## config.mk

```make
export PLATFORM = sky130hd
export DESIGN_NAME = ptc_handler
export DESIGN_NICKNAME = d
export VERILOG_FILES = /design/src/pkg/ptc_pkg.sv /design/src/hdl/ptc_handler.sv
export VERILOG_INCLUDE_DIRS = /design/src /design/src/pkg
export SDC_FILE = /design/constraint.sdc
export NUM_CORES = 1
export LEC_CHECK = 0
export BUFFER_PORTS_ARGS = -buffer_cell sky130_fd_sc_hd__buf_2
export CORE_ASPECT_RATIO = 0.5
export CORE_UTILIZATION = 45
export DETAILED_ROUTE_END_ITERATION = 10
export GPL_TIMING_DRIVEN = 0
export PLACE_DENSITY = 0.65
export SLEW_MARGIN = 30
export SYNTH_ARGS = -nofsm -noshare
export SYNTH_HDL_FRONTEND = slang
export SYNTH_SLANG_ARGS = --single-unit
export TNS_END_PERCENT = 1
```

## constraint.sdc

```tcl
create_clock -name aclk -period 2.5 [get_ports aclk]
set_clock_uncertainty 0.15 [all_clocks]
set_input_delay 0.5 -clock aclk [delete_from_list [all_inputs] [get_ports aclk]]
set_output_delay 0.5 -clock aclk [all_outputs]
set_load 0.01 [all_outputs]
```

## src/pkg/ptc_consts.svh

```systemverilog
// constants for the second-pulse timing command handler
`ifndef PTC_CONSTS_SVH
`define PTC_CONSTS_SVH
// command subcodes, first byte of each de-framed packet
`define PTC_SUB_CFG 8'h4a
`define PTC_SUB_GATE 8'h4e
`define PTC_SUB_MASK 8'ha5
`define PTC_SUB_SVRST 8'ha6
`define PTC_SUB_SVPAR 8'ha9
`define PTC_SUB_PRIM 8'hab
// accepted packet lengths, subcode byte included
`define PTC_LEN_QUERY 5'h01
`define PTC_LEN_CFG 5'h10
`define PTC_LEN_GATE 5'h02
`define PTC_LEN_MASK 5'h05
`define PTC_LEN_SVRST 5'h02
`define PTC_LEN_SVPAR 5'h0b
`define PTC_LEN_PRIM 5'h02
`define PTC_MAX_LEN 5'h10
// gating selector values
`define PTC_GATE_ALWAYS 3'h2
`define PTC_GATE_SAT1 3'h3
`define PTC_GATE_SAT3 3'h4
// mask bit positions in bytes 1-2
`define PTC_MB_AUTO 5
`define PTC_MB_PRIM 6
`define PTC_MB_SUPP 7
// reset values
`define PTC_RST_DRV 1'b1
`define PTC_RST_TBASE 1'b1
`define PTC_RST_GATE 3'h2
`define PTC_RST_MASK 16'h00c0
`define PTC_RST_SVEN 1'b1
`define PTC_RST_SVSAVE 1'b0
`define PTC_RST_SVLEN 32'h000007d0
`define PTC_RST_THRESH 32'h0000012c
// register byte addresses
`define PTC_REG_THRESH 4'h0
`define PTC_REG_STATUS 4'h4
`define PTC_REG_SVLEN 4'h8
`define PTC_REG_OFSLO 4'hc
// axi responses
`define PTC_RESP_OKAY 2'h0
`define PTC_RESP_SLVERR 2'h2
// timed report deadline after the pulse, and its cycle budget
`define PTC_CLK_HZ 40000000
`define PTC_PRIM_MS 25
`define PTC_PRIM_CYC ((`PTC_PRIM_MS * `PTC_CLK_HZ) / 1000)
`endif

```

## src/pkg/ptc_pkg.sv

```systemverilog
// types of the second-pulse timing command handler
package ptc_pkg;
  // handler phases, one-hot
  typedef enum logic [2:0] {
    ST_RX = 3'b001,
    ST_DEC = 3'b010,
    ST_TX = 3'b100
  } ptc_state_e;
  // complete handler state
  typedef struct packed {
    ptc_state_e st;
    logic [4:0] idx;
    logic [15:0][7:0] rx;
    logic [15:0][7:0] tx;
    logic [4:0] tx_n;
    logic cmd_ready;
    logic rpt_valid;
    logic rpt_first;
    logic rpt_last;
    logic drv_on;
    logic tbase;
    logic [63:0] offset;
    logic [2:0] gate_sel;
    logic [15:0] mask;
    logic sv_en;
    logic sv_save;
    logic [31:0] sv_len;
    logic [31:0] thresh;
    logic pend_prim;
    logic pend_supp;
    logic prim_req;
    logic supp_req;
    logic pulse_out;
    logic sv_restart;
    logic nv_save;
    logic aw_got;
    logic [3:0] awaddr;
    logic w_got;
    logic [31:0] wdata;
    logic [3:0] wstrb;
    logic bvalid;
    logic [1:0] bresp;
    logic rvalid;
    logic [31:0] rdata;
    logic [1:0] rresp;
  } ptc_state_s;
endpackage

```

## src/hdl/ptc_handler.sv

```systemverilog
// second-pulse timing command handler with axi4-lite registers
// Summary of operation
// - every valid pulse config set or query answered, 16-byte report
// - report carries switch, time scale, offset, reserved
// - gating command sets selector; query returns it
// - selector 2 always, 3 one sat, 4 three
// - in fix modes selectors 3/4 follow fixes
// - gating report sent after command executes
// - mask command sets or reads broadcast mask
// - mask bit one enables that broadcast
// - one broadcast per report, best format only
// - bits 5,6,7 auto, primary, supplemental; 3-4 zero
// - mask report mirrors command after execution
// - survey restart when enabled, report mirrors
// - survey params set or read, enable byte 1
// - save flag enables save at survey end
// - survey length 1 to 2^31-1, default 2000
// - timing request type 0 sends report now
// - type 1 defers report to next pulse
// - type 2 sends both reports next pulse
// - bias above threshold disables pulse output
// - accepted pulse config change saved nonvolatile
//
// Decided for this implementation: the AXI4-Lite slave port and the address map.
`timescale 1ns/1ps
`include "ptc_consts.svh"
module ptc_handler #(
  parameter int ADDR_W = 4
) (
  // clock and synchronous reset
  input wire logic aclk,
  input wire logic aresetn,
  // de-framed command bytes from host link
  input wire logic cmd_valid,
  input wire logic [7:0] cmd_data,
  input wire logic cmd_first,
  input wire logic cmd_last,
  output logic cmd_ready,
  // report bytes toward host link
  output logic rpt_valid,
  output logic [7:0] rpt_data,
  output logic rpt_first,
  output logic rpt_last,
  input wire logic rpt_ready,
  // receiver core status
  input wire logic pps_tick,
  input wire logic od_mode,
  input wire logic fix_valid,
  input wire logic [5:0] sats_tracked,
  input wire logic [31:0] bias_unc,
  // actions toward receiver core
  output logic pulse_out,
  output logic prim_req,
  output logic supp_req,
  output logic survey_restart,
  output logic nv_save,
  // axi4-lite slave
  input wire logic [ADDR_W-1:0] s_awaddr,
  input wire logic s_awvalid,
  output logic s_awready,
  input wire logic [31:0] s_wdata,
  input wire logic [3:0] s_wstrb,
  input wire logic s_wvalid,
  output logic s_wready,
  output logic [1:0] s_bresp,
  output logic s_bvalid,
  input wire logic s_bready,
  input wire logic [ADDR_W-1:0] s_araddr,
  input wire logic s_arvalid,
  output logic s_arready,
  output logic [31:0] s_rdata,
  output logic [1:0] s_rresp,
  output logic s_rvalid,
  input wire logic s_rready
);
  // address must hold the four register words
  if (ADDR_W < 4) begin : g_chk
    $error("ADDR_W below 4 cannot decode the map");
  end

  // whole state in one struct, one register process below
  ptc_pkg::ptc_state_s s; // registered state
  ptc_pkg::ptc_state_s n; // next state
  logic gate_ok; // selector allows the pulse now
  logic [4:0] len; // received packet length
  logic [4:0] wr_idx; // byte slot for incoming data
  logic [31:0] rd_val; // read mux value
  logic rd_err; // read to unmapped word
  logic [3:0] ra; // read word address

  // selector decision; fix modes reduce 3/4 to fixes
  // od_mode low means a position fix mode is running
  always_comb begin
    unique case (s.gate_sel)
      `PTC_GATE_SAT1: gate_ok = od_mode ? (sats_tracked >= 6'h01)
                                        : fix_valid;
      `PTC_GATE_SAT3: gate_ok = od_mode ? (sats_tracked >= 6'h03)
                                        : fix_valid;
      default: gate_ok = 1'b1;
    endcase
  end

  // register read mux
  // the result is captured into state, so read data leaves a flop
  always_comb begin
    ra = s_araddr[3:0];
    rd_err = 1'b0;
    rd_val = 32'h00000000;
    // words past the map answer with an error and zero data
    if (s_araddr[ADDR_W-1:2] > 2'h3) begin
      rd_err = 1'b1;
    end else begin
      unique case (ra)
        `PTC_REG_THRESH: rd_val = s.thresh;
        `PTC_REG_STATUS: rd_val = {8'h00, s.mask, 1'b0, s.gate_sel,
                                   s.sv_save, s.sv_en, s.tbase,
                                   s.drv_on};
        `PTC_REG_SVLEN: rd_val = s.sv_len;
        `PTC_REG_OFSLO: rd_val = s.offset[31:0];
        default: rd_err = 1'b1;
      endcase
    end
  end

  // all next-state logic
  always_comb begin
    n = s;
    // idx holds the last byte's slot, so the length counts the subcode
    len = s.idx + 5'h01;
    // cmd_first restarts the index even inside a broken packet
    wr_idx = cmd_first ? 5'h00 : s.idx;
    // one-cycle action pulses drop by default
    n.prim_req = 1'b0;
    n.supp_req = 1'b0;
    n.sv_restart = 1'b0;
    n.nv_save = 1'b0;
    // gated pulse; bias over threshold kills it
    // limitation: the bias figure is taken raw, with no filtering
    n.pulse_out = pps_tick & s.drv_on & gate_ok
                  & (bias_unc <= s.thresh);
    // per-second broadcast, one request per report
    // pending and automatic requests merge, never two per tick
    if (pps_tick) begin
      n.prim_req = s.mask[`PTC_MB_PRIM] | s.pend_prim;
      n.supp_req = s.mask[`PTC_MB_SUPP] | s.pend_supp;
      n.pend_prim = 1'b0;
      n.pend_supp = 1'b0;
    end
    unique case (s.st)
      ptc_pkg::ST_RX: begin
        // collect bytes; overlong packets keep counting until the index holds at 31
        if (cmd_valid) begin
          if (wr_idx < `PTC_MAX_LEN) begin
            n.rx[wr_idx[3:0]] = cmd_data;
          end
          n.idx = (wr_idx == 5'h1f) ? wr_idx : wr_idx + 5'h01;
          if (cmd_last) begin
            n.idx = wr_idx;
            n.st = ptc_pkg::ST_DEC;
            n.cmd_ready = 1'b0;
          end
        end
      end
      ptc_pkg::ST_DEC: begin
        // default: nothing to answer, back to receive
        n.st = ptc_pkg::ST_RX;
        n.cmd_ready = 1'b1;
        // reserved report bytes go out as zero
        n.tx = '0;
        n.tx[0] = s.rx[0];
        n.tx_n = 5'h00;
        unique case (s.rx[0])
          `PTC_SUB_CFG: begin
            if (len == `PTC_LEN_CFG && s.rx[1] <= 8'h01
                && s.rx[2] <= 8'h01) begin
              n.drv_on = s.rx[1][0];
              n.tbase = s.rx[2][0];
              n.offset = {s.rx[4], s.rx[5], s.rx[6], s.rx[7],
                          s.rx[8], s.rx[9], s.rx[10], s.rx[11]};
              n.nv_save = 1'b1;
              n.tx_n = `PTC_LEN_CFG;
            end
            // a set with a bad switch or base byte gets no report
            if (len == `PTC_LEN_QUERY) begin
              n.tx_n = `PTC_LEN_CFG;
            end
            n.tx[1] = {7'h00, n.drv_on};
            n.tx[2] = {7'h00, n.tbase};
            for (int i = 0; i < 8; i++) begin
              n.tx[4 + i] = n.offset[63 - 8 * i -: 8];
            end
          end
          `PTC_SUB_GATE: begin
            if (len == `PTC_LEN_GATE && s.rx[1] >= 8'h02
                && s.rx[1] <= 8'h04) begin
              n.gate_sel = s.rx[1][2:0];
              n.tx_n = `PTC_LEN_GATE;
            end
            if (len == `PTC_LEN_QUERY) begin
              n.tx_n = `PTC_LEN_GATE;
            end
            n.tx[1] = {5'h00, n.gate_sel};
          end
          `PTC_SUB_MASK: begin
            // reserved bytes 3-4 of a set are ignored, never stored
            if (len == `PTC_LEN_MASK) begin
              n.mask = {s.rx[1], s.rx[2]};
            end
            if (len == `PTC_LEN_MASK || len == `PTC_LEN_QUERY) begin
              n.tx_n = `PTC_LEN_MASK;
            end
            n.tx[1] = n.mask[15:8];
            n.tx[2] = n.mask[7:0]; // bytes 3-4 stay zero
          end
          `PTC_SUB_SVRST: begin
            if (len == `PTC_LEN_SVRST && s.rx[1] == 8'h00) begin
              // a disabled survey still gets its mirror report
              n.sv_restart = s.sv_en;
              n.tx_n = `PTC_LEN_SVRST;
            end
          end
          `PTC_SUB_SVPAR: begin
            if (len == `PTC_LEN_SVPAR && s.rx[1] <= 8'h01
                && s.rx[2] <= 8'h01 && s.rx[3][7] == 1'b0
                && {s.rx[3], s.rx[4], s.rx[5], s.rx[6]} != '0) begin
              n.sv_en = s.rx[1][0];
              n.sv_save = s.rx[2][0];
              n.sv_len = {s.rx[3], s.rx[4], s.rx[5], s.rx[6]};
              n.tx_n = `PTC_LEN_SVPAR;
            end
            // out-of-range flags or a zero length get no report
            if (len == `PTC_LEN_QUERY) begin
              n.tx_n = `PTC_LEN_SVPAR;
            end
            n.tx[1] = {7'h00, n.sv_en};
            n.tx[2] = {7'h00, n.sv_save};
            n.tx[3] = n.sv_len[31:24];
            n.tx[4] = n.sv_len[23:16];
            n.tx[5] = n.sv_len[15:8];
            n.tx[6] = n.sv_len[7:0];
          end
          `PTC_SUB_PRIM: begin
            // timing reports are built by the formatter downstream
            if (len == `PTC_LEN_PRIM) begin
              unique case (s.rx[1])
                8'h00: n.prim_req = 1'b1;
                8'h01: n.pend_prim = 1'b1;
                8'h02: begin
                  n.pend_prim = 1'b1;
                  n.pend_supp = 1'b1;
                end
                default: n.pend_prim = n.pend_prim; // dropped
              endcase
            end
          end
          default: n.tx_n = 5'h00; // unknown subcode
        endcase
        // a report to send holds off further commands
        if (n.tx_n != 5'h00) begin
          n.st = ptc_pkg::ST_TX;
          n.cmd_ready = 1'b0;
          n.rpt_valid = 1'b1;
          n.rpt_first = 1'b1;
          n.rpt_last = 1'b0;
        end
      end
      ptc_pkg::ST_TX: begin
        // shift out one byte per accepted beat
        if (rpt_ready) begin
          n.tx = {8'h00, s.tx[15:1]};
          n.tx_n = s.tx_n - 5'h01;
          n.rpt_first = 1'b0;
          // last flag rises as the final byte comes to the front
          n.rpt_last = (s.tx_n == 5'h02);
          if (s.tx_n == 5'h01) begin
            n.rpt_valid = 1'b0;
            n.rpt_last = 1'b0;
            n.st = ptc_pkg::ST_RX;
            n.cmd_ready = 1'b1;
          end
        end
      end
      default: begin
        n.st = ptc_pkg::ST_RX;
        n.cmd_ready = 1'b1;
      end
    endcase
    // axi write: address and data taken in either order
    // a finished write waits in state until its response is taken
    if (s_awvalid && !s.aw_got && !s.bvalid) begin
      n.aw_got = 1'b1;
      n.awaddr = s_awaddr[3:0];
      if (s_awaddr[ADDR_W-1:2] > 2'h3) begin
        n.awaddr = 4'h1;
      end
    end
    if (s_wvalid && !s.w_got && !s.bvalid) begin
      n.w_got = 1'b1;
      n.wdata = s_wdata;
      n.wstrb = s_wstrb;
    end
    if (s.aw_got && s.w_got) begin
      n.aw_got = 1'b0;
      n.w_got = 1'b0;
      n.bvalid = 1'b1;
      n.bresp = `PTC_RESP_SLVERR;
      // only the threshold is writable; other words are status
      if (s.awaddr == `PTC_REG_THRESH) begin
        n.bresp = `PTC_RESP_OKAY;
        for (int b = 0; b < 4; b++) begin
          if (s.wstrb[b]) begin
            n.thresh[8 * b +: 8] = s.wdata[8 * b +: 8];
          end
        end
      end
    end
    if (s.bvalid && s_bready) begin
      n.bvalid = 1'b0;
    end
    // axi read: one cycle to the answer
    // arready drops while an answer stands, one read at a time
    if (s_arvalid && !s.rvalid) begin
      n.rvalid = 1'b1;
      n.rdata = rd_val;
      n.rresp = rd_err ? `PTC_RESP_SLVERR : `PTC_RESP_OKAY;
    end
    if (s.rvalid && s_rready) begin
      n.rvalid = 1'b0;
    end
    // synchronous reset overrides everything
    // trade-off: reset in the same cone keeps a single register
    if (!aresetn) begin
      n = '0;
      n.st = ptc_pkg::ST_RX;
      n.cmd_ready = 1'b1;
      n.drv_on = `PTC_RST_DRV;
      n.tbase = `PTC_RST_TBASE;
      n.gate_sel = `PTC_RST_GATE;
      n.mask = `PTC_RST_MASK;
      n.sv_en = `PTC_RST_SVEN;
      n.sv_save = `PTC_RST_SVSAVE;
      n.sv_len = `PTC_RST_SVLEN;
      n.thresh = `PTC_RST_THRESH;
    end
  end

  // the only state register
  always_ff @(posedge aclk) begin
    s <= n;
  end

  // outputs straight from state flops
  // the ready outputs are decoded from state flops only
  assign cmd_ready = s.cmd_ready;
  assign rpt_valid = s.rpt_valid;
  assign rpt_data = s.tx[0];
  assign rpt_first = s.rpt_first;
  assign rpt_last = s.rpt_last;
  assign pulse_out = s.pulse_out;
  assign prim_req = s.prim_req;
  assign supp_req = s.supp_req;
  assign survey_restart = s.sv_restart;
  assign nv_save = s.nv_save;
  assign s_awready = !s.aw_got && !s.bvalid;
  assign s_wready = !s.w_got && !s.bvalid;
  assign s_bvalid = s.bvalid;
  assign s_bresp = s.bresp;
  assign s_arready = !s.rvalid;
  assign s_rvalid = s.rvalid;
  assign s_rdata = s.rdata;
  assign s_rresp = s.rresp;
endmodule

```

Word level (Yosys, flattened, before mapping)
Index checks and enable logic that the tools add are counted.

Memory bits (writable): 0. Register bits: 511. Bits in read-only memories: 0. Latch bits: 0. Memories: 0. Word-level logic and storage cells: 230. Output and inout bits: 58.

Multiply operators: 0. Bitwise operators: 7. Div/mod/pow operators: 0. Mux-type cells: 58. Reduce and logical (&&, ||, !) cells: 53. Eq/ne operators: 29. Add/subtract/negate cells: 3. Magnitude comparators: 12. Shift-type cells: 0.

Operators with widths (count): $pmux W133 S2 (1); $mux W137 (1); $mux W136 (1); $bwmux W128 (1); $mux W128 (1); $pmux W32 S4 (1); $mux W66 (1); $pmux W24 S2 (1); $mux W40 (1); $mux W34 (1); $demux W8 S4 (1); $eq A8 B8 Y1 const B (4); $le A32 B32 Y1 (1); $mux W32 (1); $pmux W8 S4 (1); $reduce_bool A32 Y1 (1); $mux W5 (5); $pmux W5 S5 (1); $mux W3 (8); $mux W8 (3); $pmux W8 S3 (1); $reduce_and A3 Y1 (7); $logic_and A1 B1 Y1 (20); $mux W4 (5); other kinds (45) (93).

Logic depth before layout (Yosys ltp)
Gate-level depths: netlist (run 1).

Depth after elaboration: 13. Gate-level depth with buffers: 11. Depth with buffers taken out: 8.

Worst setup path after synthesis (run 1)
No wires, ideal clock.

Kind: register to register. From: register (tool-made name). To: register s[255] (netlist bit). Setup time: 122 ps. Required time: 2228 ps. Stages on the path, launching flop included: 7. Slack: 41 ps. Arrival time: 2187 ps. Cells stage by stage: dfxtp_1 > or4_4 > or4_4 > or2_4 > a32oi_1 > o21ai_1 > o311a_1.

RTL lines: to (signal assigned) (RTL line ptc_handler.sv:349) `s <= n;`; to (decl) (RTL line ptc_handler.sv:82) `ptc_pkg::ptc_state_s s;`.

==> results.md, run 1 <==
* Status: finished with violations
* Violated checks: setup timing
* Total Power at 15.0 mW
* Design area at 0.0246 mm2
* Num rows at 54
* Via count at 20300
* Compound-Gate Fraction of Synth Area at 0.190
* Clk sinks at 444
* Nets at 2893
* Library cells used by synthesis at 75
* Worst-margin pin slew at 1.13 ns
* Placed Area at 0.0220 mm2
* Die X at 303 um
* ANT cells at 0
* First-pass GRT wire length at 115 mm
* Crit path DAT at 3.04 ns
* Simple logic cell fraction of the synthesized area at 0.209
* H-tree lvl count at 2
* DP HPWL at 59.5 mm
* Yosys warning total at 0
* Crit-path slowest cell: a221oi_2
* Port Buf Inserts at 157
* DR vias/cell at 6.02
* CP Launch Type: flop
* Mean post-synth cell area at 8.07 um2
* Worst-skew pair later-pin latency at 0.58 ns
* Clock slew at reported path FFs at 0.06 ns
* Slowest cell delay on critical path at 0.44 ns
* Final setup fails at 202
* Post-Synth XOR/XNOR Area at 0.00129
* Grt ovf at 0
* Max cap viols at 0
* P_leak at 9.11 nW
* Bufs on Longest Clock Path at 3
* Ys flop type: dfxtp_1
* Starting DRC count in detailed routing at 2667
* P&R area growth vs syn at 20.9%
* Sequential share of the synthesized area at 0.436
* Die Area at 0.0462 mm2
* Setup CP Type: reg -> reg
* Unrepaired setup endpoints after global routing: yes
* Highest clock rate at 364 MHz
* Post-synthesis mux area share at 0.0711
* Post-route ant nets at 0
* DRC viols at 0
* Largest family of logic cells by synthesized area: simple AND/OR/NAND/NOR gates
* Post-CTS Hold Buffers at 0
* Adder-cell share of the synthesized area at 0.0239
* VDD IR max at 0.447 mV
* Critical path endpoint category: flop
* RePlAce Congestion at 1.01
* Num CTS Buffers at 42
* Initial antenna violation count at 4
* Final Slew Violations at 0
* Final hold violation count at 0
* Ys async rst share at 0
* Period utilisation layout at 1.10
* Number of synthesized flops with an enable pin at 0
* Die Y at 152 um
* DRT Pass-1 Iters at 8
* CP max FO at 5
* Initial core utilization at 0.462
* Vias in the first global route at 18300
* Power density cells at 609 mW/mm2
* Min Tclk post-route at 2.75 ns
* Root Driver: clkbuf_16
* Worst-case headroom to the max-slew limit at 0.244
* Core ar. at 0.0441 mm2
* Crit path cell chain: nor4_4 -> nand4_1 -> o2111ai_2 -> buf_6 -> mux2_2 -> a221oi_2 -> nor2_1
* Post-Syn Instances at 2524
* I/O Pins at 162
* CTS tree: built
* Final TNS setup at -20.09 ns
* DR WL/cell at 23.6 um
* Post-Route WL at 79.6 mm
* Min-delay worst type: in -> reg
* Syn Std Cell Area at 0.0204 mm2
* Pin count of the biggest net entering global routing at 17
* GR Util All Layers at 0.334
* Ratio of cells with drive above 1 in the final layout at 0.204
* Min setup slack post-route at -0.249 ns
* Flop and latch count out of synthesis at 444
* Required time worst endpoint at 2.79 ns
-- synthesized netlist by cell type (all sizes together) (8+ instances only) --
| library cell | instances | share of area |
|---|---|---|
| a21o | 34 | 0.013 |
| a311oi | 9 | 0.0039 |
| a21oi | 346 | 0.085 |
| nand2b | 9 | 0.0028 |
| a222oi | 9 | 0.0044 |
| nor2 | 136 | 0.025 |
| o221a | 25 | 0.014 |
| and3 | 11 | 0.0034 |
| a221oi | 8 | 0.0037 |
| a22oi | 54 | 0.020 |
| nand4 | 12 | 0.0040 |
| dfxtp | 444 | 0.44 |
| a31oi | 34 | 0.010 |
| inv | 47 | 0.0087 |
| mux2 | 46 | 0.025 |
| o21ai | 70 | 0.017 |
| o211ai | 13 | 0.0048 |
| ha | 39 | 0.024 |
| nand2 | 548 | 0.10 |
| nand3 | 181 | 0.044 |
| nor3 | 17 | 0.0052 |
| clkbuf | 154 | 0.028 |
| nor4 | 13 | 0.0050 |
| buf | 89 | 0.031 |
| mux2i | 93 | 0.046 |
-- routing by layer --
layer	share of wire	vias to the layer above	track usage
met3	0.13	163	0.103
met4	0.027	4	0.0849
met2	0.41	1079	0.476
li1	-	9251	-
met1	0.43	9799	0.485
met5	0.00043	-	0
-- report_power, final --
part | internal (mW) | switching, mW | total [mW]
combinational | 0.261 | 0.629 | 0.890
sequential | 7.15 | 0.0579 | 7.21
clock | 3.90 | 3.00 | 6.89
-- metrics by stage --
| stage | util | worst slack (ns) | hold slack, ns | cells |
|---|---|---|---|---|
| finish | 0.558 | -0.249 | 0.0183 | 3371 |
| global route | 0.558 | -0.253 | 0.0200 | 3371 |
| CTS | 0.547 | -0.153 | 0.00887 | 3364 |
| detailed placement | 0.498 | -1.10 | 0.292 | 3271 |
| global placement | 0.496 | -1.12 | 0.288 | 3270 |
| floorplan | - | 0.0412 | 0.279 | 2525 |
-- layout make-up --
| cell class | instances | area [um2] |
|---|---|---|
| timing repair buffer | 184 | 1060 |
| buffer | 241 | 1510 |
| multi-input combinational | 1790 | 10800 |
| inverter | 47 | 176 |
| tap | 588 | 736 |
| fill | 4195 | 19500 |
| clock inverter | 21 | 256 |
| clock buffer | 56 | 1190 |
| sequential | 444 | 8900 |
-- worst max-delay path: cells and delay by family (launching register included) --
family,cells,cell delay [ns]
buffers and inverters,1,0.17
muxes,1,0.36
DFF,1,0.41
and+or+nand+nor,3,0.76
AOI/OAI and AO/OA,2,0.78
-- final timing paths --
path | slack [ns] | depth (start not counted) | start | end
min | 0.02 | 3 | s_wdata[13] | s[55]
max | -0.25 | 7 | flop | s[276]
min reg2reg | 0.30 | 2 | s[226] | s[226]
max reg2reg | -0.25 | 7 | flop | s[276]
-- cell usage in the layout (no fill, tap or decap), drive strengths merged, types with 11 or more instances in the layout --
master,n
a21o,34
a21oi,346
a22oi,54
a31oi,34
and3,11
buf,274
clkbuf,206
clkinv,11
dfxtp,444
ha,39
inv,49
mux2,46
mux2i,93
nand2,548
nand3,181
nand4,12
nor2,136
nor3,17
nor4,13
o211ai,13
o21ai,70
o221a,25
-- cell families after synthesis --
family                   count (synthesis)
multiplexers                           139
buffers and inverters                  291
AO/OA/AOI/OAI                          635
adder cells (fa/ha/maj)                 39
flip-flops                             444
other                                    1
XOR/XNOR                                 3
AND/OR/NAND/NOR                        972
-- what timing repair did --
item	CTS	global route
endpoints found under the hold margin	0	0
setup endpoints to repair	320	308
resized for setup	161	144
buffers inserted	16	8
pin swaps	30	67
gates cloned	2	0
(Power assumes the default switching activity.)
==> run 2: changes to the inputs <==
Settings changed: CORE_ASPECT_RATIO 0.5 to unset, CORE_UTILIZATION 45 to 25, CTS_BUF_LIST set to sky130_fd_sc_hd__clkbuf_4 sky130_fd_sc_hd__clkbuf_8, PLACE_DENSITY 0.65 to 0.41.
==> results.md, run 2 (synthesized netlist as in run 1, its figures left out) <==
* Final hold violation count at 0 (unchanged)
* Design area at 0.0263 mm2 (was 0.0246 mm2)
* Worst slack at placement at -1.34 ns (was -1.10 ns)
* DRT Pass-1 Iters at 6 (was 8)
* Unrepaired setup endpoints after global routing: yes (unchanged)
* Final Slew Violations at 0 (unchanged)
* Post-route ant nets at 0 (unchanged)
* Clock slew at reported path FFs at 0.05 ns (was 0.06 ns)
* Worst-case headroom to the max-slew limit at 0.331 (was 0.244)
* Worst-margin pin slew at 1.00 ns (was 1.13 ns)
* Highest clock rate at 366 MHz (was 364 MHz)
* First-pass GRT wire length at 133 mm (was 115 mm)
* Final setup fails at 170 (was 202)
* Required time worst endpoint at 2.90 ns (was 2.79 ns)
* Total Power at 16.1 mW (was 15.0 mW)
* H-tree lvl count at 3 (was 2)
* P&R area growth vs syn at 28.8% (was 20.9%)
* Vias in the first global route at 19600 (was 18300)
* Violated checks: setup timing (unchanged)
* Num rows at 104 (was 54)
* Reg area at 0.00892 mm2 (was 0.00890 mm2)
* Critical path endpoint category: flop (unchanged)
* RePlAce Congestion at 0.912 (was 1.01)
* FF-to-FF path depth at 9 (was 7)
* Filler cells at 8532 (was 4195)
* Starting DRC count in detailed routing at 1782 (was 2667)
* Bufs on Longest Clock Path at 3 (unchanged)
* Via count at 20400 (was 20300)
* Die Area at 0.0827 mm2 (was 0.0462 mm2)
* DRC viols at 0 (unchanged)
* Initial core utilization at 0.253 (was 0.462)
* Min Tclk post-route at 2.73 ns (was 2.75 ns)
* Area occupied by multi-input gates at 0.0108 mm2 (about the same)
* Min setup slack post-route at -0.234 ns (was -0.249 ns)
* Worst-skew pair later-pin latency at 0.70 ns (was 0.58 ns)
* Grt ovf at 0 (unchanged)
* Die Y at 288 um (was 152 um)
* Worst Setup EP: s[284] (was s[276])
* CP max FO at 7 (was 5)
* Commonest cells after routing, fill and taps aside: 528 x nand2_1, 428 x dfxtp_1, 327 x a21oi_1, 179 x nand3_1, 166 x buf_2 (was 527 x nand2_1, 433 x dfxtp_1, 332 x a21oi_1, 177 x nand3_1, 163 x buf_2)
* Clk sinks at 444 (unchanged)
* Crit path DAT at 3.13 ns (was 3.04 ns)
* Pin count of the biggest net entering global routing at 12 (was 17)
* Root Driver: clkbuf_8 (was clkbuf_16)
* R2R setup slack at -0.23 ns (was -0.25 ns)
* Placed Area at 0.0226 mm2 (was 0.0220 mm2)
* Status: finished with violations (unchanged)
* R2R Path End: s[284] (was s[276])
* Commonest non-fill, non-tap cell in the layout: nand2_1 (unchanged)
* Num CTS Buffers at 85 (was 42)
* GR Util All Layers at 0.219 (was 0.334)
* Period utilisation layout at 1.09 (was 1.10)
* Setup CP Type: reg -> reg (unchanged)
* DR vias/cell at 5.14 (was 6.02)
* Die X at 288 um (was 303 um)
* CTS tree: built (unchanged)
* VDD IR max at 0.342 mV (was 0.447 mV)
* Power density cells at 615 mW/mm2 (was 609 mW/mm2)
* I/O Pins at 162 (unchanged)
* Port Buf Inserts at 157 (unchanged)
* Initial antenna violation count at 5 (was 4)
* Ratio of cells with drive above 1 in the final layout at 0.228 (was 0.204)
* Post-Route WL at 93.0 mm (was 79.6 mm)
* DP HPWL at 70.0 mm (was 59.5 mm)
* Min-delay worst type: in -> reg (unchanged)
* Final TNS setup at -19.15 ns (was -20.09 ns)
* CP Launch Type: flop (unchanged)
* Nets at 2986 (was 2893)
* Hold slack at 0.165 ns (was 0.0183 ns)
* Core ar. at 0.0805 mm2 (was 0.0441 mm2)
* Max cap viols at 0 (unchanged)
* DR WL/cell at 23.4 um (was 23.6 um)
* P_leak at 9.69 nW (was 9.11 nW)
[run 2: how the worst min path moves through the flow]
stage	startpoint	end	slack, ns	depth (start not counted)
after global placement	s[208]	s[208]	0.29	2
after global routing	bias_unc[2]	pulse_out	0.15	4
after detailed placement	s[209]	s[209]	0.30	2
after CTS	bias_unc[2]	pulse_out	0.09	4
final	rpt_ready	s[510]	0.16	3
after floorplan	s[204]	s[204]	0.28	2
[run 2: where the power goes]
group	total, mW	switching (mW)	internal, mW	leakage, nW
clock network	7.95	3.35	4.60	1.00
registers	7.22	0.0614	7.16	3.60
logic	0.976	0.660	0.316	5.09
[run 2: routing by layer]
metal | part of all wire | global-route usage | vias to the layer above
li1 | - | - | 9467
met1 | 0.45 | 0.303 | 10000
met2 | 0.45 | 0.344 | 754
met3 | 0.064 | 0.0360 | 164
met4 | 0.033 | 0.0735 | 2
met5 | 0.00012 | 0 | -
[run 2: stage by stage]
step                instances  utilization
floorplan                2525            -
global placement         3742        0.279
detailed placement       3744        0.280
CTS                      3965        0.321
global route             3972        0.326
finish                   3973        0.326
[run 2: what timing repair did]
item,CTS,global route
endpoints found under the setup margin,357,282
resized for setup,218,96
hold buffers,52,0
cloned,4,2
pin swaps,39,74
hold endpoints to repair,60,0
setup buffers,14,3
[run 2: worst max-delay path, stage by stage (launching register included)]
cell	delay, ns
dfxtp_4	0.34
or4_4	0.57
nor3_4	0.21
buf_12	0.14
and4_4	0.26
buf_12	0.20
buf_12	0.17
mux2i_1	0.19
o21ai_1	0.11
o221a_2	0.25
[run 2: layout make-up]
class                           instances  area share
Multi-Input combinational cell       1790       0.411
Sequential cell                       444       0.340
Clock buffer                          143      0.0666
Timing Repair Buffer                  234      0.0621
Buffer                                241      0.0580
Tap cell                             1060      0.0505
Inverter                               47     0.00672
Clock inverter                         11     0.00458
Antenna cell                            3    0.000286
